## config.mk

```make
export PLATFORM = sky130hd
export DESIGN_NAME = fmmp_top
export DESIGN_NICKNAME = d
export VERILOG_FILES = /design/src/design/fmmp_pkg.sv /design/src/design/fmmp_top.sv
export SDC_FILE = /design/constraint.sdc
export NUM_CORES = 1
export LEC_CHECK = 0
export ABC_AREA = 1
export BUFFER_PORTS_ARGS = -buffer_cell sky130_fd_sc_hd__buf_2
export CORE_ASPECT_RATIO = 0.75
export CORE_MARGIN = 8
export CORE_UTILIZATION = 50
export CTS_CLUSTER_SIZE = 20
export DETAILED_ROUTE_END_ITERATION = 6
export GPL_ROUTABILITY_DRIVEN = 1
export GPL_TIMING_DRIVEN = 0
export HOLD_SLACK_MARGIN = 0.12
export PLACE_DENSITY = 0.75
export SLEW_MARGIN = 20
export SYNTH_ARGS = -nofsm -noshare
export SYNTH_HDL_FRONTEND = slang
export SYNTH_SLANG_ARGS = --single-unit
```

## constraint.sdc

```tcl
create_clock -name i_clk -period 6 [get_ports i_clk]
set_clock_uncertainty 0.1 [all_clocks]
set_input_delay 0.3 -clock i_clk [delete_from_list [all_inputs] [get_ports i_clk]]
set_output_delay 0.3 -clock i_clk [all_outputs]
set_load 0.03 [all_outputs]
```

## src/design/fmmp_pkg.sv

```systemverilog
package fmmp_pkg;

	localparam logic [6:0]  I2C_ADDR       = 7'h2E;
	localparam logic [15:0] CMD_STOP       = 16'h3FF9;
	localparam logic [15:0] CMD_UPD_CONC   = 16'hE17D;
	localparam logic [15:0] CMD_SOFT_RESET = 16'h0006;
	localparam logic [15:0] START_CODES [9] = '{16'h3603, 16'h3608, 16'h3615, 16'h361E,
		16'h3624, 16'h362F, 16'h3632, 16'h3639, 16'h3646};
	localparam logic [3:0]  FIRST_MIX_IDX  = 4'h6;
	localparam logic [9:0]  CONC_PURE      = 10'h3FF;
	localparam logic [15:0] CONC_MAX       = 16'h03E8;
	localparam logic [7:0]  CRC_POLY       = 8'h31;
	localparam logic [7:0]  CRC_INIT       = 8'hFF;

	localparam int ST_CODE_LSB   = 12;
	localparam int ST_SMOOTH_BIT = 11;
	localparam int ST_AVG_BIT    = 10;
	localparam int CTRL_FIXED_BIT = 0;

	localparam logic [31:0] REG_CTRL     = 32'h0000_0000;
	localparam logic [31:0] REG_RESULT   = 32'h0000_0004;
	localparam logic [31:0] REG_STATUS   = 32'h0000_0008;
	localparam logic [31:0] REG_LAST_CMD = 32'h0000_000C;

	localparam longint CLK_HZ       = 50000000;
	localparam longint T_FIRST_MS   = 12;
	localparam longint T_SMOOTH_MS  = 64;
	localparam longint T_STOP_US    = 500;
	// Least times round up, the stop bound rounds down
	localparam int unsigned FIRST_CYC  = int'((T_FIRST_MS * CLK_HZ + 999) / 1000);
	localparam int unsigned SMOOTH_CYC = int'((T_SMOOTH_MS * CLK_HZ + 999) / 1000);
	localparam int unsigned STOP_CYC   = int'((T_STOP_US * CLK_HZ) / 1000000);

	typedef struct packed {
		logic        hsel;
		logic [31:0] haddr;
		logic [1:0]  htrans;
		logic        hwrite;
		logic [2:0]  hsize;
		logic [31:0] hwdata;
	} fmmp_ahb_req_t;

	typedef struct packed {
		logic [31:0] hrdata;
		logic        hreadyout;
		logic        hresp;
	} fmmp_ahb_rsp_t;

	function automatic logic [7:0] fmmp_crc8(input logic [15:0] d);
		logic [7:0] c;
		c = CRC_INIT;
		for (int i = 15; i >= 0; i--) begin
			c = (c[7] ^ d[i]) ? ({c[6:0], 1'b0} ^ CRC_POLY) : {c[6:0], 1'b0};
		end
		return c;
	endfunction

	// Returns {hit, table index}
	function automatic logic [4:0] fmmp_start_decode(input logic [15:0] c);
		logic [4:0] r;
		r = 5'h00;
		for (int i = 0; i < 9; i++) begin
			if (c == START_CODES[i]) begin
				r = {1'b1, 4'(i)};
			end
		end
		return r;
	endfunction

	function automatic logic fmmp_needs_arg(input logic [15:0] c);
		logic [4:0] s;
		s = fmmp_start_decode(c);
		return (c == CMD_UPD_CONC) || (s[4] && (s[3:0] >= FIRST_MIX_IDX));
	endfunction

endpackage

```

## src/design/fmmp_top.sv

```systemverilog
// Chosen here: the address map and the AHB-Lite interface to the registers.
`timescale 1ns/1ns
module fmmp_top #(
	parameter int unsigned FIRST_CYCLES  = fmmp_pkg::FIRST_CYC,
	parameter int unsigned SMOOTH_CYCLES = fmmp_pkg::SMOOTH_CYC,
	parameter int unsigned STOP_CYCLES   = fmmp_pkg::STOP_CYC
)(
	input  wire logic                    i_clk,
	input  wire logic                    i_srst,
	input  wire fmmp_pkg::fmmp_ahb_req_t i_ahb,
	input  wire logic                    i_hready,
	output fmmp_pkg::fmmp_ahb_rsp_t      o_ahb,
	input  wire logic                    i_scl,
	input  wire logic                    i_sda,
	output logic                         o_sda,
	output logic                         o_sda_oe_n
);
	import fmmp_pkg::*;

	typedef enum logic [2:0] {
		ST_IDLE = 3'b000,
		ST_RX   = 3'b001,
		ST_RACK = 3'b010,
		ST_TX   = 3'b011,
		ST_TACK = 3'b100
	} fmmp_state_t;

	fmmp_state_t state;
	logic        scl_q;
	logic        sda_q;
	logic [3:0]  bitcnt;
	logic [7:0]  shreg;
	logic        drive;
	logic        is_addr;
	logic        rd;
	logic [2:0]  wr_idx;
	logic [3:0]  rd_idx;
	logic [15:0] cmd;
	logic [15:0] arg;
	logic [15:0] snap_flow;
	logic [15:0] snap_temp;
	logic [15:0] snap_stat;
	logic        running;
	logic [3:0]  run_code;
	logic [9:0]  conc;
	logic        data_valid;
	logic        stop_busy;
	logic [31:0] warm_cnt;
	logic [31:0] stop_cnt;
	logic [31:0] smooth_cnt;
	logic        smoothed;
	logic        avg_fixed;
	logic [15:0] flow_buf;
	logic [15:0] temp_buf;
	logic        ph_wr;
	logic        ph_rd;
	logic        rd_out;
	logic [31:0] ph_addr;
	logic [31:0] hrdata;
	logic [15:0] stat_word;

	////////////////////////////////////////////////////////////////////////////////
	// Line events; inputs are already synchronous, so one previous sample suffices
	wire scl_rise  = i_scl & ~scl_q;
	wire scl_fall  = ~i_scl & scl_q;
	wire start_det = i_scl & scl_q & sda_q & ~i_sda;
	wire stop_det  = i_scl & scl_q & ~sda_q & i_sda;

	wire        byte_done = (state == ST_RX) && scl_fall && (bitcnt == 4'h8);
	wire        addr_hit  = (shreg[7:1] == I2C_ADDR);
	wire        rd_accept = byte_done && is_addr && addr_hit && shreg[0] && data_valid
		&& !stop_busy;
	wire        wr_accept = byte_done && is_addr && addr_hit && !shreg[0] && !stop_busy;
	wire [15:0] cmd_now   = {cmd[15:8], shreg};
	wire        arg_need  = fmmp_needs_arg(cmd);
	wire        crc_ok    = (fmmp_crc8(arg) == shreg);
	wire        data_ack  = (wr_idx < 3'h2) || ((wr_idx < 3'h4) && arg_need)
		|| ((wr_idx == 3'h4) && arg_need && crc_ok);
	wire        byte_ack  = is_addr ? (rd_accept | wr_accept) : data_ack;
	wire        fire_cmd  = byte_done && !is_addr && (wr_idx == 3'h1) && !fmmp_needs_arg(cmd_now);
	wire        fire_arg  = byte_done && !is_addr && (wr_idx == 3'h4) && arg_need && crc_ok;
	wire        exec      = fire_cmd | fire_arg;
	wire [15:0] exec_code = fire_cmd ? cmd_now : cmd;
	wire [4:0]  sdec      = fmmp_start_decode(exec_code);
	wire        soft_rst  = exec && (exec_code == CMD_SOFT_RESET);
	wire        do_start  = exec && sdec[4] && !running && !stop_busy;
	wire        conc_over = (arg > CONC_MAX);
	wire        do_stop   = exec && running && ((exec_code == CMD_STOP)
		|| ((exec_code == CMD_UPD_CONC) && conc_over));
	wire        do_upd    = exec && running && (exec_code == CMD_UPD_CONC) && !conc_over;

	// Byte selection for readout: three words, each trailed by its checksum
	wire [15:0] tx_word = (rd_idx < 4'h3) ? snap_flow : (rd_idx < 4'h6) ? snap_temp : snap_stat;
	wire [3:0]  tx_pos  = (rd_idx < 4'h3) ? rd_idx : (rd_idx < 4'h6) ? rd_idx - 4'h3
		: rd_idx - 4'h6;
	wire [7:0]  tx_byte = (rd_idx > 4'h8) ? 8'hFF : (tx_pos == 4'h0) ? tx_word[15:8]
		: (tx_pos == 4'h1) ? tx_word[7:0] : fmmp_crc8(tx_word);

	always_comb begin
		stat_word = {6'h00, conc};
		stat_word[ST_CODE_LSB +: 4] = run_code;
		stat_word[ST_SMOOTH_BIT] = smoothed;
		stat_word[ST_AVG_BIT] = avg_fixed;
	end

	assign o_sda      = 1'b0;
	assign o_sda_oe_n = ~drive;

	////////////////////////////////////////////////////////////////////////////////
	// Bit engine
	always_ff @(posedge i_clk) begin
		scl_q <= i_srst ? 1'b1 : i_scl;
		sda_q <= i_srst ? 1'b1 : i_sda;
	end

	always_ff @(posedge i_clk) begin
		if (i_srst) begin
			state   <= ST_IDLE;
			bitcnt  <= 4'h0;
			shreg   <= 8'h00;
			drive   <= 1'b0;
			is_addr <= 1'b0;
			rd      <= 1'b0;
		end else if (start_det) begin
			state   <= ST_RX;
			bitcnt  <= 4'h0;
			is_addr <= 1'b1;
			drive   <= 1'b0;
		end else if (stop_det) begin
			state <= ST_IDLE;
			drive <= 1'b0;
		end else begin
			case (state)
				ST_RX: begin
					if (scl_rise) begin
						shreg  <= {shreg[6:0], i_sda};
						bitcnt <= bitcnt + 4'h1;
					end else if (byte_done) begin
						state <= byte_ack ? ST_RACK : ST_IDLE;
						drive <= byte_ack;
						if (is_addr) begin
							rd <= shreg[0];
						end
					end
				end
				ST_RACK: begin
					if (scl_fall) begin
						is_addr <= 1'b0;
						if (rd) begin
							state  <= ST_TX;
							drive  <= ~tx_byte[7];
							shreg  <= {tx_byte[6:0], 1'b0};
							bitcnt <= 4'h1;
						end else begin
							state  <= ST_RX;
							drive  <= 1'b0;
							bitcnt <= 4'h0;
						end
					end
				end
				ST_TX: begin
					if (scl_fall) begin
						if (bitcnt == 4'h8) begin
							state <= ST_TACK;
							drive <= 1'b0;
						end else begin
							drive  <= ~shreg[7];
							shreg  <= {shreg[6:0], 1'b0};
							bitcnt <= bitcnt + 4'h1;
						end
					end
				end
				ST_TACK: begin
					if (scl_rise && i_sda) begin
						state <= ST_IDLE;
					end else if (scl_fall) begin
						state  <= ST_TX;
						drive  <= ~tx_byte[7];
						shreg  <= {tx_byte[6:0], 1'b0};
						bitcnt <= 4'h1;
					end
				end
				default: begin
					drive <= 1'b0;
				end
			endcase
		end
	end

	////////////////////////////////////////////////////////////////////////////////
	// Transfer bookkeeping; snapshot keeps the three words coherent over one read
	always_ff @(posedge i_clk) begin
		if (i_srst) begin
			wr_idx    <= 3'h0;
			rd_idx    <= 4'h0;
			cmd       <= 16'h0000;
			arg       <= 16'h0000;
			snap_flow <= 16'h0000;
			snap_temp <= 16'h0000;
			snap_stat <= 16'h0000;
		end else begin
			if (start_det) begin
				wr_idx <= 3'h0;
			end else if (byte_done && byte_ack && !is_addr) begin
				case (wr_idx)
					3'h0: cmd[15:8] <= shreg;
					3'h1: cmd[7:0] <= shreg;
					3'h2: arg[15:8] <= shreg;
					3'h3: arg[7:0] <= shreg;
					default: cmd <= cmd;
				endcase
				wr_idx <= wr_idx + 3'h1;
			end
			if (rd_accept) begin
				snap_flow <= flow_buf;
				snap_temp <= temp_buf;
				snap_stat <= stat_word;
				rd_idx    <= 4'h0;
			end else if (state == ST_TACK && scl_rise && !i_sda && rd_idx != 4'hF) begin
				rd_idx <= rd_idx + 4'h1;
			end
		end
	end

	////////////////////////////////////////////////////////////////////////////////
	// Measurement mode
	always_ff @(posedge i_clk) begin
		if (i_srst || soft_rst) begin
			running    <= 1'b0;
			run_code   <= 4'h0;
			conc       <= CONC_PURE;
			data_valid <= 1'b0;
			warm_cnt   <= 32'h0;
			stop_busy  <= 1'b0;
			stop_cnt   <= 32'h0;
		end else if (do_start) begin
			running    <= 1'b1;
			run_code   <= sdec[3:0];
			conc       <= (sdec[3:0] >= FIRST_MIX_IDX) ? arg[9:0] : CONC_PURE;
			data_valid <= 1'b0;
			warm_cnt   <= 32'h0;
		end else if (do_stop) begin
			running    <= 1'b0;
			data_valid <= 1'b0;
			stop_busy  <= 1'b1;
			stop_cnt   <= 32'h0;
		end else begin
			if (do_upd) begin
				conc <= arg[9:0];
			end
			if (running && !data_valid) begin
				warm_cnt <= warm_cnt + 32'h1;
				if (warm_cnt == FIRST_CYCLES - 1) begin
					data_valid <= 1'b1;
				end
			end
			if (stop_busy) begin
				stop_cnt <= stop_cnt + 32'h1;
				if (stop_cnt == STOP_CYCLES - 1) begin
					stop_busy <= 1'b0;
				end
			end
		end
	end

	// A readout restarts the mean, so the timer only runs between readouts
	always_ff @(posedge i_clk) begin
		if (i_srst || soft_rst || !running || avg_fixed || rd_accept) begin
			smooth_cnt <= 32'h0;
			smoothed   <= 1'b0;
		end else if (data_valid && !smoothed) begin
			smooth_cnt <= smooth_cnt + 32'h1;
			if (smooth_cnt == SMOOTH_CYCLES - 1) begin
				smoothed <= 1'b1;
			end
		end
	end

	////////////////////////////////////////////////////////////////////////////////
	// AHB-Lite slave: writes without wait, reads take one wait state
	wire        ahb_accept = i_ahb.hsel && i_ahb.htrans[1] && i_hready;
	wire        wr_now     = ph_wr && i_hready;
	wire [31:0] rd_mux     = (ph_addr == REG_CTRL) ? {31'h0, avg_fixed}
		: (ph_addr == REG_RESULT) ? {flow_buf, temp_buf}
		: (ph_addr == REG_STATUS) ? {13'h0, stop_busy, data_valid, running, stat_word}
		: (ph_addr == REG_LAST_CMD) ? {16'h0, cmd} : 32'h0;

	assign o_ahb = '{hrdata: hrdata, hreadyout: (!ph_rd || rd_out), hresp: 1'b0};

	always_ff @(posedge i_clk) begin
		if (i_srst) begin
			ph_wr   <= 1'b0;
			ph_rd   <= 1'b0;
			rd_out  <= 1'b0;
			ph_addr <= 32'h0;
			hrdata  <= 32'h0;
		end else if (i_hready) begin
			ph_wr   <= ahb_accept && i_ahb.hwrite;
			ph_rd   <= ahb_accept && !i_ahb.hwrite;
			ph_addr <= ahb_accept ? i_ahb.haddr : ph_addr;
			rd_out  <= 1'b0;
		end else if (ph_rd && !rd_out) begin
			hrdata <= rd_mux;
			rd_out <= 1'b1;
		end
	end

	always_ff @(posedge i_clk) begin
		if (i_srst || soft_rst) begin
			avg_fixed <= 1'b0;
		end else if (wr_now && ph_addr == REG_CTRL) begin
			avg_fixed <= i_ahb.hwdata[CTRL_FIXED_BIT];
		end
	end

	// Result buffers are fed by the measurement engine through the bus
	always_ff @(posedge i_clk) begin
		if (i_srst) begin
			flow_buf <= 16'h0000;
			temp_buf <= 16'h0000;
		end else if (wr_now && ph_addr == REG_RESULT) begin
			flow_buf <= i_ahb.hwdata[31:16];
			temp_buf <= i_ahb.hwdata[15:0];
		end
	end

endmodule // fmmp_top

```

==> metrics <==
commonest non-fill, non-tap cell in the layout nand2_1; unrepaired setup endpoints after global routing no; Comb pwr share around 8.6%; minimum clock period about 3.9 ns; Longest Clk Path Bufs 3; Max-cap violations 0; Layout area overhead 17.38%; Top FF cell, synth dfxtp_1; area of the multi-input gates between 9000 and 10000 µm²; # H-tree levels 2; crit path DAT between 4 and 5 ns; most frequent cell on the critical path nand2_1; status completed; Worst Path Required approximately 6.3 ns; clk sink count 321; 1st-iter DRT viols roughly 1700; warnings from Yosys 0; Synth Area per Inst slightly below 7 µm²; clock latency on the worst-skew pair 0.54 ns; P_sw around 0.0012 W; switching share of total power 24.65%; Total Wirelength between 50000 and 60000 µm; setup TNS 0 ns; overall global routing resource usage a little over a quarter; hold path depth 4; row cnt 59; # resized after CTS 0; main combinational cell family by area after synthesis simple AND/OR/NAND/NOR gates; Final setup viols 0; largest net degree at the start of global routing 15; post-synthesis mux area share 0.05748%; Fin. Hold Viols 0; total power between 0.004 and 0.005 W; power per cell area 241.2 nW/µm²; CTS tree done; HP Start i_srst; Worst Setup Start Kind flip-flop; fillers about 3200; Netlist cell types 60; core footprint 34470 µm²; Simple-Gate Fraction of Synth Area between 30 and 40%; final slew viol count 0; DRT Pass-1 Iters 6; CTS Buf Count 34; post-synthesis compound-gate area fraction roughly 16%; post-route ant nets 0; crit-path cells inv_1 -> ha_1 -> nand2_1 -> nor2_1 -> inv_1 -> nor3_4 -> nand3_1 -> a31oi_1 -> nand2_2 -> buf_4 -> nand2_1 -> o21ai_1 -> nor2_1 -> nand4_1 -> o21ai_1 -> nand3_4 -> nand2_2 -> inv_4 -> buf_6 -> nand2_1 -> a21oi_1; DP Wirelength ~42000 µm; Setup WS pre-CTS 2.202 ns; number of port buffers about 110; dominant cells by area after synthesis dfxtp_1, nand2_1, inv_1; Clk pwr share roughly 47%; via count about 18000; R2R Path End stop_cnt[26]; post-synthesis adder-cell area fraction roughly 1.1%; Worst Slack Setup Final 2.107 ns; VDD IR max between 0.2 and 0.25 mV; commonest cells after routing, fill and taps aside nand2_1, dfxtp_1, inv_1; asr flop ratio synth 0%; Nets 2889; die footprint just over 40000 µm²; XOR/XNOR Fraction of Synth Area approximately 5.5%; Synth top area share around 37%; worst reg2reg path depth 21; DIE WIDTH between 200 and 250 µm; clock-pin slew on the worst setup and hold paths about 0.070 ns; RR Startpoint bitcnt[0]; Syn Inst Count between 2000 and 3000; top cell family by delay on the critical path simple AND/OR/NAND/NOR gates; worst-margin pin slew about 0.86 ns; worst hold endpoint stop_cnt[4]; synthesized area roughly 17000 µm²; CP Class flip-flop to flip-flop; Seq/Total Area, Yosys about 37%; global-route wire length before repair ~89000 µm; R2R Setup Slk around 2.1 ns; GPL Wtd Cong ~0.96; layout cells sized above 1 a little under a tenth; total grt overflow 0; Critical Path End Type flip-flop; # DRC 0; EDFF count, synth 0; worst hold-check path type input port to flip-flop; Leak 7.993 nW; Max-slew headroom 42.34%; vias per cell between 5 and 6; crit-path max FO 10; Fmax 256.9 MHz; sequential share of power roughly 44%; Initial Util approximately 50%; initial antenna violation count 3; DR WL/cell 17.21 µm; leading area contributor after synthesis dfxtp_1; Critical Path Max Stage Delay ~0.41 ns; Ports between 100 and 150; WP buf/inv 5; Sequential Area roughly 6400 µm²; root buf cell clkbuf_16; Synth Register Bits 321; P_int 0.003715 W; Crit-path slowest cell nor2_1; vias in the first global route ~17000; die height 177.6 µm; fin crit share ~65%
==> synth_stat cells, drive strengths merged, types with 5 or more instances <==
cell type,instances
nor4,43
dfxtp,321
nor2,260
nand3b,16
o211ai,10
nor3,69
nand3,190
ha,15
nand2,525
o22ai,23
xnor2,26
o21ai,231
clkinv,5
inv,319
a21oi,244
clkbuf,74
xor2,82
or2,7
nand4,61
buf,36
==> tightest hold or removal path, stage by stage <==
cell and delay (ns):
buf_2 0.10, inv_1 0.18, nand2_4 0.22, a21oi_1 0.05
==> layer usage <==
metal / up-vias / GRT usage, % / wire length (µm)
met1: 8500 / 34.46 / 24740
met4: 2 / 11.75 / 2177
met5: - / 0 / 12
met2: 663 / 44.21 / 26130
li1: 8955 / - / -
met3: 121 / 3.403 / 3435
==> state kept, by name (all words and copies together) (netlist names), 8 cells and up <==
name	count
cmd	16
snap_stat	16
shreg	8
ph_addr	32
snap_flow	16
arg	16
snap_temp	16
conc	10
hrdata	32
flow_buf	16
temp_buf	16
warm_cnt	32
smooth_cnt	32
stop_cnt	32
==> worst max-delay path by stage <==
stage | startpoint | to | slack, ns | cells past startpoint
2_1_floorplan | arg[14] | cmd[5] | 2.93 | 21
3_3_place_gp | bitcnt[0] | stop_cnt[23] | 2.24 | 21
3_5_place_dp | bitcnt[0] | stop_cnt[19] | 2.20 | 21
4_1_cts | bitcnt[0] | stop_cnt[26] | 2.18 | 21
5_1_grt | bitcnt[0] | stop_cnt[23] | 1.75 | 20
6_report | bitcnt[0] | stop_cnt[26] | 2.11 | 21
==> kinds of logic (layout without fill, tap and decap cells) <==
kind of cell               Yosys count  in the layout
other                                1              4
xor gates and xnor gates           108            108
and+or+nand+nor                   1176           1176
buffers and inverters              434            669
AOI/OAI and AO/OA                  531            531
DFF                                321            321
muxes                                1              1
adders and majority gates           15             15
==> power by group through the flow <==
stage	clock [W]	combinational (W)	sequential, W
finish	0.00232	0.000425	0.00219
global route	0.00243	0.000466	0.00219
CTS	0.00235	0.000410	0.00219
detailed placement	0	0.000372	0.00224
global placement	0	0.000367	0.00223
floorplan	0	0.000246	0.00223
==> metrics by stage <==
stage                     utilization (%)  hold WS, ns  cells  cell area, µm²
final                               59.29       0.2869   3282           20440
after global routing                59.29       0.2815   3282           20440
after CTS                           59.28       0.2481   3280           20440
after detailed placement            53.73       0.3399   3150           18520
after global placement              53.71       0.3339   3150           18520
after floorplan                         -       0.2964   2588           17420
==> repair_timing <==
action / in CTS / in global routing
hold endpoints to repair: 74 / 0
buffers inserted: 0 / 0
hold buffers: 69 / 0
==> final cells by class <==
cell class                 count  area share [%]
antenna                        2         0.02448
timing repair buffer         174           5.950
tap                          457           2.797
sequential                   321           31.44
clock buffer                  42           4.554
inverter                     324           5.999
clock inverter                19           1.432
multi-input combinational   1833           45.23
buffer                       110           2.571
Note: power is estimated with default switching activity, not from simulation.
